### config.mk
export PLATFORM = sky130hd
export DESIGN_NAME = bsio_ports
export DESIGN_NICKNAME = d
export VERILOG_FILES = /design/src/bsio_pkg.sv /design/src/bsio_ports.sv
export SDC_FILE = /design/constraint.sdc
export NUM_CORES = 1
export LEC_CHECK = 0
export BUFFER_PORTS_ARGS = -buffer_cell sky130_fd_sc_hd__buf_2
export CAP_MARGIN = 15
export CORE_ASPECT_RATIO = 0.75
export CORE_UTILIZATION = 54
export CTS_CLUSTER_DIAMETER = 40
export DETAILED_ROUTE_END_ITERATION = 10
export GPL_TIMING_DRIVEN = 0
export PLACE_DENSITY = 0.83
export SLEW_MARGIN = 20
export SYNTH_ARGS = -nofsm -noshare
export SYNTH_HDL_FRONTEND = slang
export SYNTH_SLANG_ARGS = --single-unit
### constraint.sdc
create_clock -name CLK_SYS -period 3.2 [get_ports CLK_SYS]
set_clock_uncertainty 0.2 [all_clocks]
set_input_delay 0.32 -clock CLK_SYS [delete_from_list [all_inputs] [get_ports CLK_SYS]]
set_output_delay 0.32 -clock CLK_SYS [all_outputs]
set_load 0.02 [all_outputs]
### src/bsio_pkg.sv
package bsio_pkg;

    // register offsets, word index on the bus (byte address = index * 4)
    localparam logic [7:0] UPPER_DIR_IDX  = 8'h12;
    localparam logic [7:0] UPPER_DATA_IDX = 8'h13;
    localparam logic [7:0] CTRL_DIR_IDX   = 8'h14;
    localparam logic [7:0] CTRL_DATA_IDX  = 8'h15;
    localparam logic [7:0] MODE_IDX       = 8'h16;
    localparam logic [7:0] BUS_CTRL_IDX   = 8'h17;

    // widths
    localparam int UPPER_W = 8;
    localparam int CTRL_W  = 3;

    // reset values
    localparam logic [7:0] UPPER_DIR_RST = 8'hFF;
    localparam logic [2:0] CTRL_DIR_RST  = 3'h7;
    localparam logic [7:0] DATA_RST      = 8'h00;
    localparam logic [1:0] MODE_RST      = 2'h0;

    // control port bit positions in system-bus mode
    localparam int ALE_BIT = 0;
    localparam int OE_BIT  = 1;
    localparam int WR_BIT  = 2;

    // read-modify-write operation codes (written to the data register's op field)
    localparam logic [1:0] OP_WRITE  = 2'h0;
    localparam logic [1:0] OP_SET    = 2'h1;
    localparam logic [1:0] OP_CLEAR  = 2'h2;
    localparam logic [1:0] OP_TOGGLE = 2'h3;
    localparam int OP_LSB  = 8;
    localparam int BIT_LSB = 10;

    // operating modes: two microcontroller modes, two external-bus modes
    typedef enum logic [1:0] {
        BSIO_MODE_MC      = 2'h0,
        BSIO_MODE_PROTECT = 2'h1,
        BSIO_MODE_EXT     = 2'h2,
        BSIO_MODE_MP      = 2'h3
    } bsio_mode_t;

    // system bus drive from the core (upper byte and strobes)
    typedef struct packed {
        logic [7:0] ad_out;
        logic       ad_oe;
        logic       ale;
        logic       oe_n;
        logic       wr_n;
    } bsio_sysbus_t;

    // bus slave states
    typedef enum logic {
        BSIO_IDLE,
        BSIO_ACK
    } bsio_state_t;

    // whole block state
    typedef struct packed {
        logic [7:0]  upper_dir;
        logic [7:0]  upper_lat;
        logic [2:0]  ctrl_dir;
        logic [2:0]  ctrl_lat;
        bsio_mode_t  mode;
        bsio_state_t st;
        logic [31:0] rdata;
        logic [7:0]  upper_s1;
        logic [7:0]  upper_s2;
        logic [2:0]  ctrl_s1;
        logic [2:0]  ctrl_s2;
        logic [7:0]  upper_smp;
        logic [2:0]  ctrl_smp;
    } bsio_state_s_t;

endpackage

### src/bsio_ports.sv
// Design decision made here: the Wishbone register port.
`timescale 1ns/10ps
// Contract
// RL1 - control port has three two-way pins, each with latch and direction bit
// RL2 - direction 1 makes pin input, 0 drives the latch value out
// RL3 - reading a data register returns sampled pin levels, not latch
// RL4 - writing a data register updates the latch regardless of direction
// RL5 - external-bus modes give both ports to system bus; else general purpose
// RL6 - wide port pins 0..7 carry address/data lines 8..15 in bus mode
// RL7 - control port carries latch strobe bit0, output enable bit1, write bit2
// RL8 - output enable and write strobes are active low; latch strobe is not
// RL9 - every reset sets all direction bits to one; latches keep their value (here every reset clears them to zero)
// RL10 - control data bits 7..3 read zero and ignore writes
// RL11 - every port write reads, modifies and writes whole byte back to latch
// RL12 - read-modify-write uses pin levels, copying input pins into latches
// RL13 - latch update takes effect at the end of the write cycle
// RL14 - pins are sampled at the start of the cycle; reads may be stale
// RL15 - software should separate a port write and read of it
// RL16 - software selects bank one before touching these registers
// RL17 - wide port is the high byte of the sixteen-bit bus
// RL18 - wide port follows the same direction, read and write behaviour
// RL19 - software clears the latch before changing direction bits
module bsio_ports (
    // clock, reset, enable
    input  wire logic                    CLK_SYS,
    input  wire logic                    RESETN,
    input  wire logic                    CE,
    // wishbone slave
    input  wire logic                    WB_CYC_I,
    input  wire logic                    WB_STB_I,
    input  wire logic                    WB_WE_I,
    input  wire logic [9:0]              WB_ADR_I,
    input  wire logic [3:0]              WB_SEL_I,
    input  wire logic [31:0]             WB_DAT_I,
    output logic      [31:0]             WB_DAT_O,
    output logic                         WB_ACK_O,
    // system bus drive from the core, pin byte and mode back to it
    input  wire bsio_pkg::bsio_sysbus_t  SYSBUS,
    output logic      [7:0]              SYSBUS_AD_IN,
    output logic      [1:0]              MODE,
    // wide port pins
    input  wire logic [7:0]              UPPER_IN,
    output logic      [7:0]              UPPER_OUT,
    output logic      [7:0]              UPPER_OE,
    // control port pins
    input  wire logic [2:0]              CTRL_IN,
    output logic      [2:0]              CTRL_OUT,
    output logic      [2:0]              CTRL_OE
);

    bsio_pkg::bsio_state_s_t s_q;
    bsio_pkg::bsio_state_s_t s_d;

    logic       req;
    logic       bus_mode;
    logic [7:0] idx;
    logic [7:0] wval;
    logic [1:0] op;
    logic [2:0] bsel;
    logic [7:0] mask;

    assign req      = WB_CYC_I && WB_STB_I;
    assign idx      = WB_ADR_I[9:2];
    assign op       = WB_DAT_I[bsio_pkg::OP_LSB +: 2];
    assign bsel     = WB_DAT_I[bsio_pkg::BIT_LSB +: 3];
    assign mask     = 8'h01 << bsel;
    assign bus_mode = s_q.mode[1]; // [RL5]

    // modify step applied to the sampled pin levels, not the latch
    function automatic logic [7:0] bsio_rmw(input logic [7:0] pins, input logic [7:0] wd,
                                            input logic [1:0] o, input logic [7:0] m);
        logic [7:0] r;
        r = wd;
        case (o)
            bsio_pkg::OP_SET:    r = pins | m;
            bsio_pkg::OP_CLEAR:  r = pins & ~m;
            bsio_pkg::OP_TOGGLE: r = pins ^ m;
            default:             r = wd;
        endcase
        return r;
    endfunction

    // next state: synchronisers, pin sample, register access
    always_comb begin
        s_d = s_q;
        wval = 8'h00;
        s_d.upper_s1 = UPPER_IN;
        s_d.upper_s2 = s_q.upper_s1;
        s_d.ctrl_s1  = CTRL_IN;
        s_d.ctrl_s2  = s_q.ctrl_s1;
        // pins sampled at the start of a cycle, three cycles behind a latch write
        s_d.upper_smp = s_q.upper_s2; // [RL14]
        s_d.ctrl_smp  = s_q.ctrl_s2;  // [RL14]
        case (s_q.st)
            bsio_pkg::BSIO_IDLE: begin
                if (req) begin
                    s_d.st = bsio_pkg::BSIO_ACK;
                    s_d.rdata = 32'h0000_0000;
                    case (idx)
                        bsio_pkg::UPPER_DIR_IDX:  s_d.rdata[7:0] = s_q.upper_dir;
                        bsio_pkg::UPPER_DATA_IDX: s_d.rdata[7:0] = s_q.upper_smp; // [RL3] [RL18]
                        bsio_pkg::CTRL_DIR_IDX:   s_d.rdata[2:0] = s_q.ctrl_dir;
                        bsio_pkg::CTRL_DATA_IDX:  s_d.rdata[2:0] = s_q.ctrl_smp;  // [RL3] [RL10]
                        bsio_pkg::MODE_IDX:       s_d.rdata[1:0] = s_q.mode;
                        bsio_pkg::BUS_CTRL_IDX:   s_d.rdata[0]   = bus_mode;
                        default:                  s_d.rdata = 32'h0000_0000;
                    endcase
                    if (WB_WE_I && WB_SEL_I[0]) begin
                        case (idx)
                            bsio_pkg::UPPER_DIR_IDX: s_d.upper_dir = WB_DAT_I[7:0];
                            bsio_pkg::UPPER_DATA_IDX: begin
                                wval = bsio_rmw(s_q.upper_smp, WB_DAT_I[7:0], op, mask); // [RL11] [RL12]
                                s_d.upper_lat = wval; // [RL4] [RL13] [RL18]
                            end
                            bsio_pkg::CTRL_DIR_IDX: s_d.ctrl_dir = WB_DAT_I[2:0]; // [RL10]
                            bsio_pkg::CTRL_DATA_IDX: begin
                                wval = bsio_rmw({5'h00, s_q.ctrl_smp}, WB_DAT_I[7:0], op, mask); // [RL11] [RL12]
                                s_d.ctrl_lat = wval[2:0]; // [RL4] [RL10] [RL13]
                            end
                            bsio_pkg::MODE_IDX: s_d.mode = bsio_pkg::bsio_mode_t'(WB_DAT_I[1:0]);
                            default: ;
                        endcase
                    end
                end
            end
            bsio_pkg::BSIO_ACK: begin
                s_d.st = bsio_pkg::BSIO_IDLE;
            end
            default: s_d.st = bsio_pkg::BSIO_IDLE;
        endcase
    end

    // state register; latches take a plain zero at reset here, unknown in silicon
    always_ff @(posedge CLK_SYS or negedge RESETN) begin
        if (!RESETN) begin
            s_q <= '0;
            s_q.upper_dir <= bsio_pkg::UPPER_DIR_RST; // [RL9]
            s_q.ctrl_dir  <= bsio_pkg::CTRL_DIR_RST;  // [RL9]
            s_q.upper_lat <= bsio_pkg::DATA_RST;
            s_q.ctrl_lat  <= bsio_pkg::DATA_RST[2:0];
            s_q.mode      <= bsio_pkg::bsio_mode_t'(bsio_pkg::MODE_RST);
            s_q.st        <= bsio_pkg::BSIO_IDLE;
        end else if (CE) begin
            s_q <= s_d;
        end
    end

    // bus answers; ack one cycle after the request, dropped the next
    assign WB_ACK_O = (s_q.st == bsio_pkg::BSIO_ACK) && req;
    assign WB_DAT_O = s_q.rdata;
    assign MODE     = s_q.mode;
    assign SYSBUS_AD_IN = s_q.upper_s2; // high address/data byte back to the core

    // pin drivers: system bus in external modes, latch and direction otherwise
    always_comb begin
        if (bus_mode) begin
            UPPER_OUT = SYSBUS.ad_out;                       // [RL6] [RL17]
            UPPER_OE  = {8{SYSBUS.ad_oe}};                   // [RL6]
            CTRL_OUT[bsio_pkg::ALE_BIT] = SYSBUS.ale;        // [RL7] [RL8]
            CTRL_OUT[bsio_pkg::OE_BIT]  = SYSBUS.oe_n;       // [RL7] [RL8]
            CTRL_OUT[bsio_pkg::WR_BIT]  = SYSBUS.wr_n;       // [RL7] [RL8]
            CTRL_OE   = 3'h7;                                // [RL7]
        end else begin
            UPPER_OUT = s_q.upper_lat;                       // [RL2] [RL18]
            UPPER_OE  = ~s_q.upper_dir;                      // [RL2] [RL18]
            CTRL_OUT  = s_q.ctrl_lat;                        // [RL1] [RL2]
            CTRL_OE   = ~s_q.ctrl_dir;                       // [RL1] [RL2]
        end
    end

endmodule

Word level (Yosys, flattened, before mapping)
Index checks and enable logic that the tools add are counted.

Add/sub/neg operators: 0. $mul: 0. Div/mod/pow operators: 0. Magnitude comparators: 0. Equality and inequality tests: 9. Shift operators: 1. Muxes and demuxes: 12. Bitwise gates (word level): 10. Reductions and logical operators: 9.

Operators with widths (count): 8-bit by 5-bit == test with 1-bit output, second input constant (6); 33-bit two-way mux (1); 5-bit AND reduction (5); 8-bit one-hot mux with 3 select lines (1); 8-bit two-way mux (2); 8-bit inverter (2); 5-bit one-hot mux with 2 select lines (1); 3-bit one-hot mux with 3 select lines (1); 8-bit AND (1); 8-bit bitwise OR (1); 1-bit by 3-bit left shift with 8-bit output, first input constant (1); 8-bit bitwise XOR (1); 3-bit two-way mux (2); 1-bit one-hot mux with 6 select lines (1); 1-bit one-hot mux with 5 select lines (1); 2-bit == test, second input constant (2); 1-bit one-hot mux with 4 select lines (1); 3-bit AND (1); 1-bit logical AND (3); 3-bit inverter (1); 3-bit bitwise OR (1); 3-bit AND reduction (1); 3-bit bitwise XOR (1); 2-bit by 1-bit == test with 1-bit output, second input constant (1); other kinds (2) (2).

Flip-flop bits (word level): 66. Bits in latches: 0. Memory bits (writable): 0. Bits in read-only memories: 0. Word-level logic and storage cells: 54. Memories kept: 0.

Longest topological paths before layout
Gate-level depths: netlist (run 1).

Word-level depth: 4. Mapped depth: 7. Mapped depth without buffers: 7.

Least setup slack after synthesis (run 1)
No wires, ideal clock.

Kind: input to register. Start: input port WB_ADR_I[5]. End: register s_q[74] in the netlist's numbering. Library setup time: 0.125 ns. Data arrival time: 1.723 ns. Required time: 2.875 ns. Slack: 1.152 ns. Stages: 6. Buffers on the path: 2. Cells stage by stage: or3b_1 -> buf_2 -> nor4_4 -> and2b_1 -> buf_6 -> mux2_2.

Cells in the longest elaborated chain, start to end: 2.

Ends and longest elaborated chain: start: declaration (RTL line bsio_ports.sv:32) `input wire logic [9:0] WB_ADR_I,`; 8-bit by 5-bit == test with 1-bit output (RTL line bsio_ports.sv:109) `case (idx)`; 5-bit AND reduction (no source line); end: declaration (RTL line bsio_ports.sv:51) `bsio_pkg::bsio_state_s_t s_q;`.

No other way between the ends. A chain may end at the register's enable or synchronous reset.

Worst setup path after layout (run 1)
Start: register s_q, in the netlist MODE[1]. End: output port UPPER_OE[4].

Cells in the longest elaborated chain, start to end: 1.

Ends and longest elaborated chain: 8-bit two-way mux (RTL line bsio_ports.sv:156) `if (bus_mode) begin`; end: declaration (RTL line bsio_ports.sv:44) `output logic [7:0] UPPER_OE,`.

No other way between the ends.

==> results_dict.tcl, run 1 <==
set metrics [dict create \
    grt_pass1_wl_mm 14.5 \
    finalSetupViolCount 0 \
    status "finished, final reports clean" \
    critPathMaxStageDelay_ns 0.50 \
    start_util_pct 56.8 \
    path_clk_slew_ns 0.07 \
    clockBufferDepth 2 \
    first_pass_iters 5 \
    path_cells "clkbuf_1 > buf_1 > nand2_1 > o21ai_0 > buf_2" \
    fmax_ghz 0.383 \
    reg2reg_to "s_q[80]" \
    die_w_um 101 \
    p_leak_nw 2.45 \
    hold_violations 0 \
    top_layer "met4" \
    crit_path_end_kind "output port" \
    drt-total-wl_mm 8.67 \
    yosys_warnings 0 \
    multiInputGateArea_mm2 0.00188 \
    worstRegToRegCells 5 \
    cpLargestDelayFamily "buffers and inverters" \
    slew_headroom_pct 50.9 \
    clkPwrFrac_pct 34.0 \
    synth_seq_cells 66 \
    avgSynthCellArea_um2 10.9 \
    remaining_drc_errors 0 \
    syn-cell-area_mm2 0.00393 \
    placed_cells 570 \
    ios 140 \
    tns_ns 0 \
    cts-root-buf "clkbuf_8" \
    final_common_cell "buf_2" \
    power_density_mw_per_mm2 418 \
    place_congestion 0.898 \
    post_cts_buffers 0 \
    cts_buffers 9 \
    layout.cells.non_filler 592 \
    slowest_stage "buf_1" \
    synth_ff_type "dfrtp_1" \
    min_period_ns 2.61 \
    r2r-start "s_q[65]" \
    critPathRequiredTime_ns 2.68 \
    path_max_fanout 10 \
    async_flop_share_pct 100 \
    cts_tree "built" \
    netlist_instances 361 \
    post_cts_resized 0 \
    drive_gt1_share_pct 46.4 \
    p_int_mw 1.44 \
    synth_edf_count 0 \
    postCtsHoldBufs 6 \
    switching_share_pct 29.1 \
    finalNetCount 586 \
    wl_met1_mm 4.04 \
    grt_max_degree 46 \
    p_sw_uw 589 \
    hold_end "s_d[11]" \
    fp-row-count 26 \
    hold_path_depth 2 \
    die_h_um 75.9 \
    dp_hpwl_mm 6.71 \
    port-buffer-count 87 \
    max_cap_viol_count 0 \
    antenna_cells 0 \
    dp_slack_ns 0.854 \
    post_drt_via_cell_ratio 5.04 \
    pwr-share-seq_pct 46.6 \
    slew_violations 0 \
    whs_ns 0.0131 \
    period_share_pct 81.7 \
    critPathLaunchType "flop" \
    htreeDepth 3 \
    synth_cell_types 46 \
    final_cell_mix "buf_2, mux2_2, dfrtp_1" \
    wl_met2_mm 3.91 \
    hold_path_class "input port to flop" \
    ys_seq_area_share_pct 42.3 \
    antenna_found_initial 0 \
    grt_pass1_vias 2910 \
    critical_path_buf_inv_count 3 \
    area_delta_synth_final_pct 23.4 \
    wl_met3_um 601 \
    r2r_setup_slack_ns 0.97 \
    wl_per_cell_um 14.7 \
    num_vias 2984 \
    hp-start "CTRL_IN[0]" \
    path_class "flop to output port" \
    rsz0062_at_grt "false" \
    crit_arrival_ns 2.09 \
    coreArea_mm2 0.00693 \
    grt-ovfl-total 0 \
    fillers 558 \
    worst_pin_slew_ns 0.729 \
    setup_ws_ns 0.586 \
    p_comb_share_pct 19.3 \
    cts.sinks 66 \
    ir_worst_vdd_uv 302 \
    seq_area_mm2 0.00167 \
    drt_iter0_drc 236 \
    clk_latency_ns 0.34 \
    grt_use_total_pct 24.9 \
    ant_nets 0 \
    crit_start "MODE[1]" \
    dieArea_mm2 0.00763 \
]
## through the flow
step	utilization, %	power, mW	instance area, µm²
after global routing	70.1	2.13	4850
after global placement	66.1	1.32	4580
after detailed placement	66.4	1.34	4600
final	70.1	2.03	4850
after floorplan	-	1.20	4020
after CTS	70.1	2.04	4850
## flip-flops by register name, indices dropped and copies added, names as in the netlist
name and cells:
WB_DAT_O 8, SYSBUS_AD_IN 8, MODE 2, s_d 14, s_q 34
## worst max path at each step
stage	cells past startpoint	endpoint	slack [ns]
6_report	5	UPPER_OE[4]	0.59
5_1_grt	5	UPPER_OE[3]	0.29
4_1_cts	5	UPPER_OE[3]	0.50
3_5_place_dp	7	s_q[76]	0.85
3_3_place_gp	7	s_q[79]	0.87
2_1_floorplan	6	s_q[74]	1.15
## final cells by class
type / count / share of cell area (%)
timing repair buffer: 94 / 10.7
multi-input combinational: 237 / 38.7
inverter: 19 / 1.47
clock buffer: 10 / 2.63
sequential: 66 / 34.3
clock inverter: 6 / 1.37
tap: 98 / 2.53
buffer: 62 / 8.32
## metal layers
| metal | vias up | GRT usage (%) |
|---|---|---|
| li1 | 1452 | - |
| met2 | 119 | 38.4 |
| met3 | 14 | 6.09 |
| met4 | 0 | 6.09 |
| met5 | - | 0 |
| met1 | 1399 | 35.4 |
## power by group through the flow
stage | registers (mW) | logic [mW] | clock network, mW
4_1_cts | 0.944 | 0.392 | 0.706
5_1_grt | 0.952 | 0.438 | 0.740
6_report | 0.946 | 0.392 | 0.691
3_3_place_gp | 0.956 | 0.366 | 0
3_5_place_dp | 0.959 | 0.383 | 0
2_1_floorplan | 0.938 | 0.266 | 0
## cell usage after synthesis, types with 2 or more instances
library cell | number | share of area (%)
mux2_2 | 58 | 17
dfrtp_1 | 55 | 35
buf_4 | 43 | 8.2
nand2_1 | 28 | 2.7
ha_1 | 22 | 7.0
o21ai_0 | 20 | 2.5
inv_1 | 19 | 1.8
a21oi_1 | 14 | 1.8
clkbuf_1 | 13 | 1.2
dfstp_2 | 11 | 7.3
nor2_1 | 11 | 1.0
a211oi_1 | 6 | 1.1
a22oi_1 | 6 | 1.1
mux4_2 | 5 | 2.9
nand3b_1 | 5 | 0.95
nor2b_1 | 5 | 0.80
a221oi_1 | 3 | 0.67
buf_1 | 3 | 0.29
nand2b_1 | 3 | 0.48
and3_1 | 2 | 0.32
buf_2 | 2 | 0.25
nor4_1 | 2 | 0.32
or2_2 | 2 | 0.32
## logic make-up after synthesis
family | share of synthesized area, %
mux | 19.7
buf+inv | 12.1
simple gates | 9.96
other cells | 0.0953
fa+ha+maj | 7.00
compound gates | 8.81
flops | 42.3
Power figures use the tool's default switching activity.
==> inputs of run 2 (changes only) <==
--- a/config.mk
+++ b/config.mk
@@ -8,11 +8,11 @@
 export BUFFER_PORTS_ARGS = -buffer_cell sky130_fd_sc_hd__buf_2
 export CAP_MARGIN = 15
 export CORE_ASPECT_RATIO = 0.75
-export CORE_UTILIZATION = 54
+export CORE_UTILIZATION = 46
 export CTS_CLUSTER_DIAMETER = 40
 export DETAILED_ROUTE_END_ITERATION = 10
 export GPL_TIMING_DRIVEN = 0
-export PLACE_DENSITY = 0.83
+export PLACE_DENSITY = 0.75
 export SLEW_MARGIN = 20
 export SYNTH_ARGS = -nofsm -noshare
 export SYNTH_HDL_FRONTEND = slang
==> constraint.sdc (replaced) <==
create_clock -name CLK_SYS -period 2.35 [get_ports CLK_SYS]
set_clock_uncertainty 0.2 [all_clocks]
set_input_delay 0.235 -clock CLK_SYS [delete_from_list [all_inputs] [get_ports CLK_SYS]]
set_output_delay 0.235 -clock CLK_SYS [all_outputs]
set_load 0.02 [all_outputs]
==> run 2 against run 1 <==
Compared with the run above:
- count of clock-buffer cells in the layout stayed put
- sequential share of layout area is 1.5 points lower
- design area is 4.7% higher
- critical endpoint is now UPPER_OUT[4]
- largest power group is now the clock network
==> results_dict.tcl, run 2 (synthesized netlist as in run 1, its figures left out) <==
set metrics [dict create \
    status "finished, final reports clean" \
    finalSetupViolCount 0 \
    drt_iter0_drc 197 \
    cts-root-buf "clkbuf_16" \
    rsz0062_at_grt "false" \
    clockBufferDepth 2 \
    largest_register_ffs 34 \
    p_comb_share_pct 17.4 \
    die_w_um 109 \
    fp-row-count 28 \
    clk_latency_ns 0.33 \
    post_drt_via_cell_ratio 4.98 \
    path_class "flop to output port" \
    cts_buffers 9 \
    crit_arrival_ns 1.70 \
    remaining_drc_errors 0 \
    antenna_found_initial 0 \
    hold_violations 0 \
    clkPwrFrac_pct 41.6 \
    die_h_um 82.1 \
    switching_share_pct 26.5 \
    final_util_pct 62.8 \
    dp_slack_ns -0.00332 \
    layout.cells.non_filler 609 \
    place_congestion 0.896 \
    ant_nets 0 \
    power_density_mw_per_mm2 617 \
    cts_tree "built" \
    ir_worst_vdd_uv 448 \
    final_common_cell "buf_2" \
    p_int_mw 2.31 \
    post_cts_buffers 0 \
    worst_pin_slew_ns 0.832 \
    crit_path_end_kind "output port" \
    htreeDepth 3 \
    dp_hpwl_mm 6.70 \
    grt_pass1_wl_mm 14.4 \
    hold_path_class "input port to flop" \
    drive_gt1_share_pct 45.6 \
    grt-ovfl-total 0 \
    cts.sinks 66 \
    p_leak_nw 2.55 \
    area_delta_synth_final_pct 29.2 \
    setup_ws_ns 0.212 \
    min_period_ns 2.14 \
    final_cell_mix "buf_2, mux2_2, dfrtp_1" \
    wl_per_cell_um 14.6 \
    pwr-share-seq_pct 41.0 \
    coreArea_mm2 0.00809 \
    slew_headroom_pct 43.7 \
    period_share_pct 91.0 \
    grt_use_total_pct 21.6 \
    max_cap_viol_count 0 \
    first_pass_iters 4 \
    critPathLaunchType "flop" \
    largest-register "s_q" \
    grt_max_degree 51 \
    tns_ns 0 \
    port-buffer-count 87 \
    num_vias 3034 \
    grt_pass1_vias 2966 \
    slew_violations 0 \
    placed_cells 577 \
    dieArea_mm2 0.00893 \
    p_sw_uw 832 \
    drt-total-wl_mm 8.90 \
    antenna_cells 0 \
    fmax_ghz 0.468 \
    critPathRequiredTime_ns 1.91 \
    path_max_fanout 10 \
    path_clk_slew_ns 0.06 \
    start_util_pct 48.6 \
    ios 140 \
    finalNetCount 596 \
]
## run 2: critical path, stage by stage, from the launching register on
cell and delay (ns):
dfrtp_1 0.54, clkbuf_4 0.32, mux2_2 0.35, buf_2 0.16
## run 2: final timing paths
check / from / endpoint / slack [ns] / depth (start not counted)
setup / recovery: MODE[1] / UPPER_OUT[4] / 0.21 / 3
hold / removal: WB_DAT_I[6] / s_q[88] / 0.006 / 2
setup reg to reg: s_q[65] / s_q[80] / 0.24 / 5
hold reg to reg: WB_DAT_O[1] / WB_DAT_O[1] / 0.28 / 1
max in group asynchronous: RESETN / s_q[73] / 1.25 / 3
min in group asynchronous: RESETN / MODE[0] / 0.14 / 2
## run 2: through the flow
step / power [mW] / hold slack, ns / area, µm²
after CTS: 3.15 / 0.00223 / 5080
after global routing: 3.28 / 0.0160 / 5080
after global placement: 1.79 / 0.268 / 4590
after floorplan: 1.64 / -0.261 / 4020
after detailed placement: 1.82 / -0.0744 / 4620
final: 3.14 / 0.00600 / 5080
## run 2: cell type report
type                            instances  area, µm²
Fill cell                             667       3010
Multi-Input combinational cell        237       1880
Sequential cell                        66       1670
Timing Repair Buffer                  105        636
Buffer                                 61        404
Clock buffer                           10        229
Tap cell                              105        131
Inverter                               19       71.3
Clock inverter                          6       67.6
## run 2: power groups by stage
| stage | sequential, mW | combinational (mW) | clock (mW) |
|---|---|---|---|
| after floorplan | 1.28 | 0.363 | 0 |
| after global placement | 1.30 | 0.494 | 0 |
| after detailed placement | 1.30 | 0.519 | 0 |
| after CTS | 1.29 | 0.546 | 1.32 |
| after global routing | 1.30 | 0.610 | 1.37 |
| final | 1.29 | 0.547 | 1.30 |
## run 2: repair_timing
item                       in CTS  in global routing
hold buffers                   17                  0
pin swaps                       0                  1
gates resized for setup         1                  1
setup endpoints to repair      15                  4
gates cloned                    0                  0
hold endpoints to repair       74                  0
## run 2: metal layers
layer	global-route usage [%]	part of all wire, %	vias up
li1	-	-	1475
met1	28.0	45	1427
met2	34.9	46	113
met3	4.13	6.6	19
met4	10.9	2.7	0
met5	0	0	-
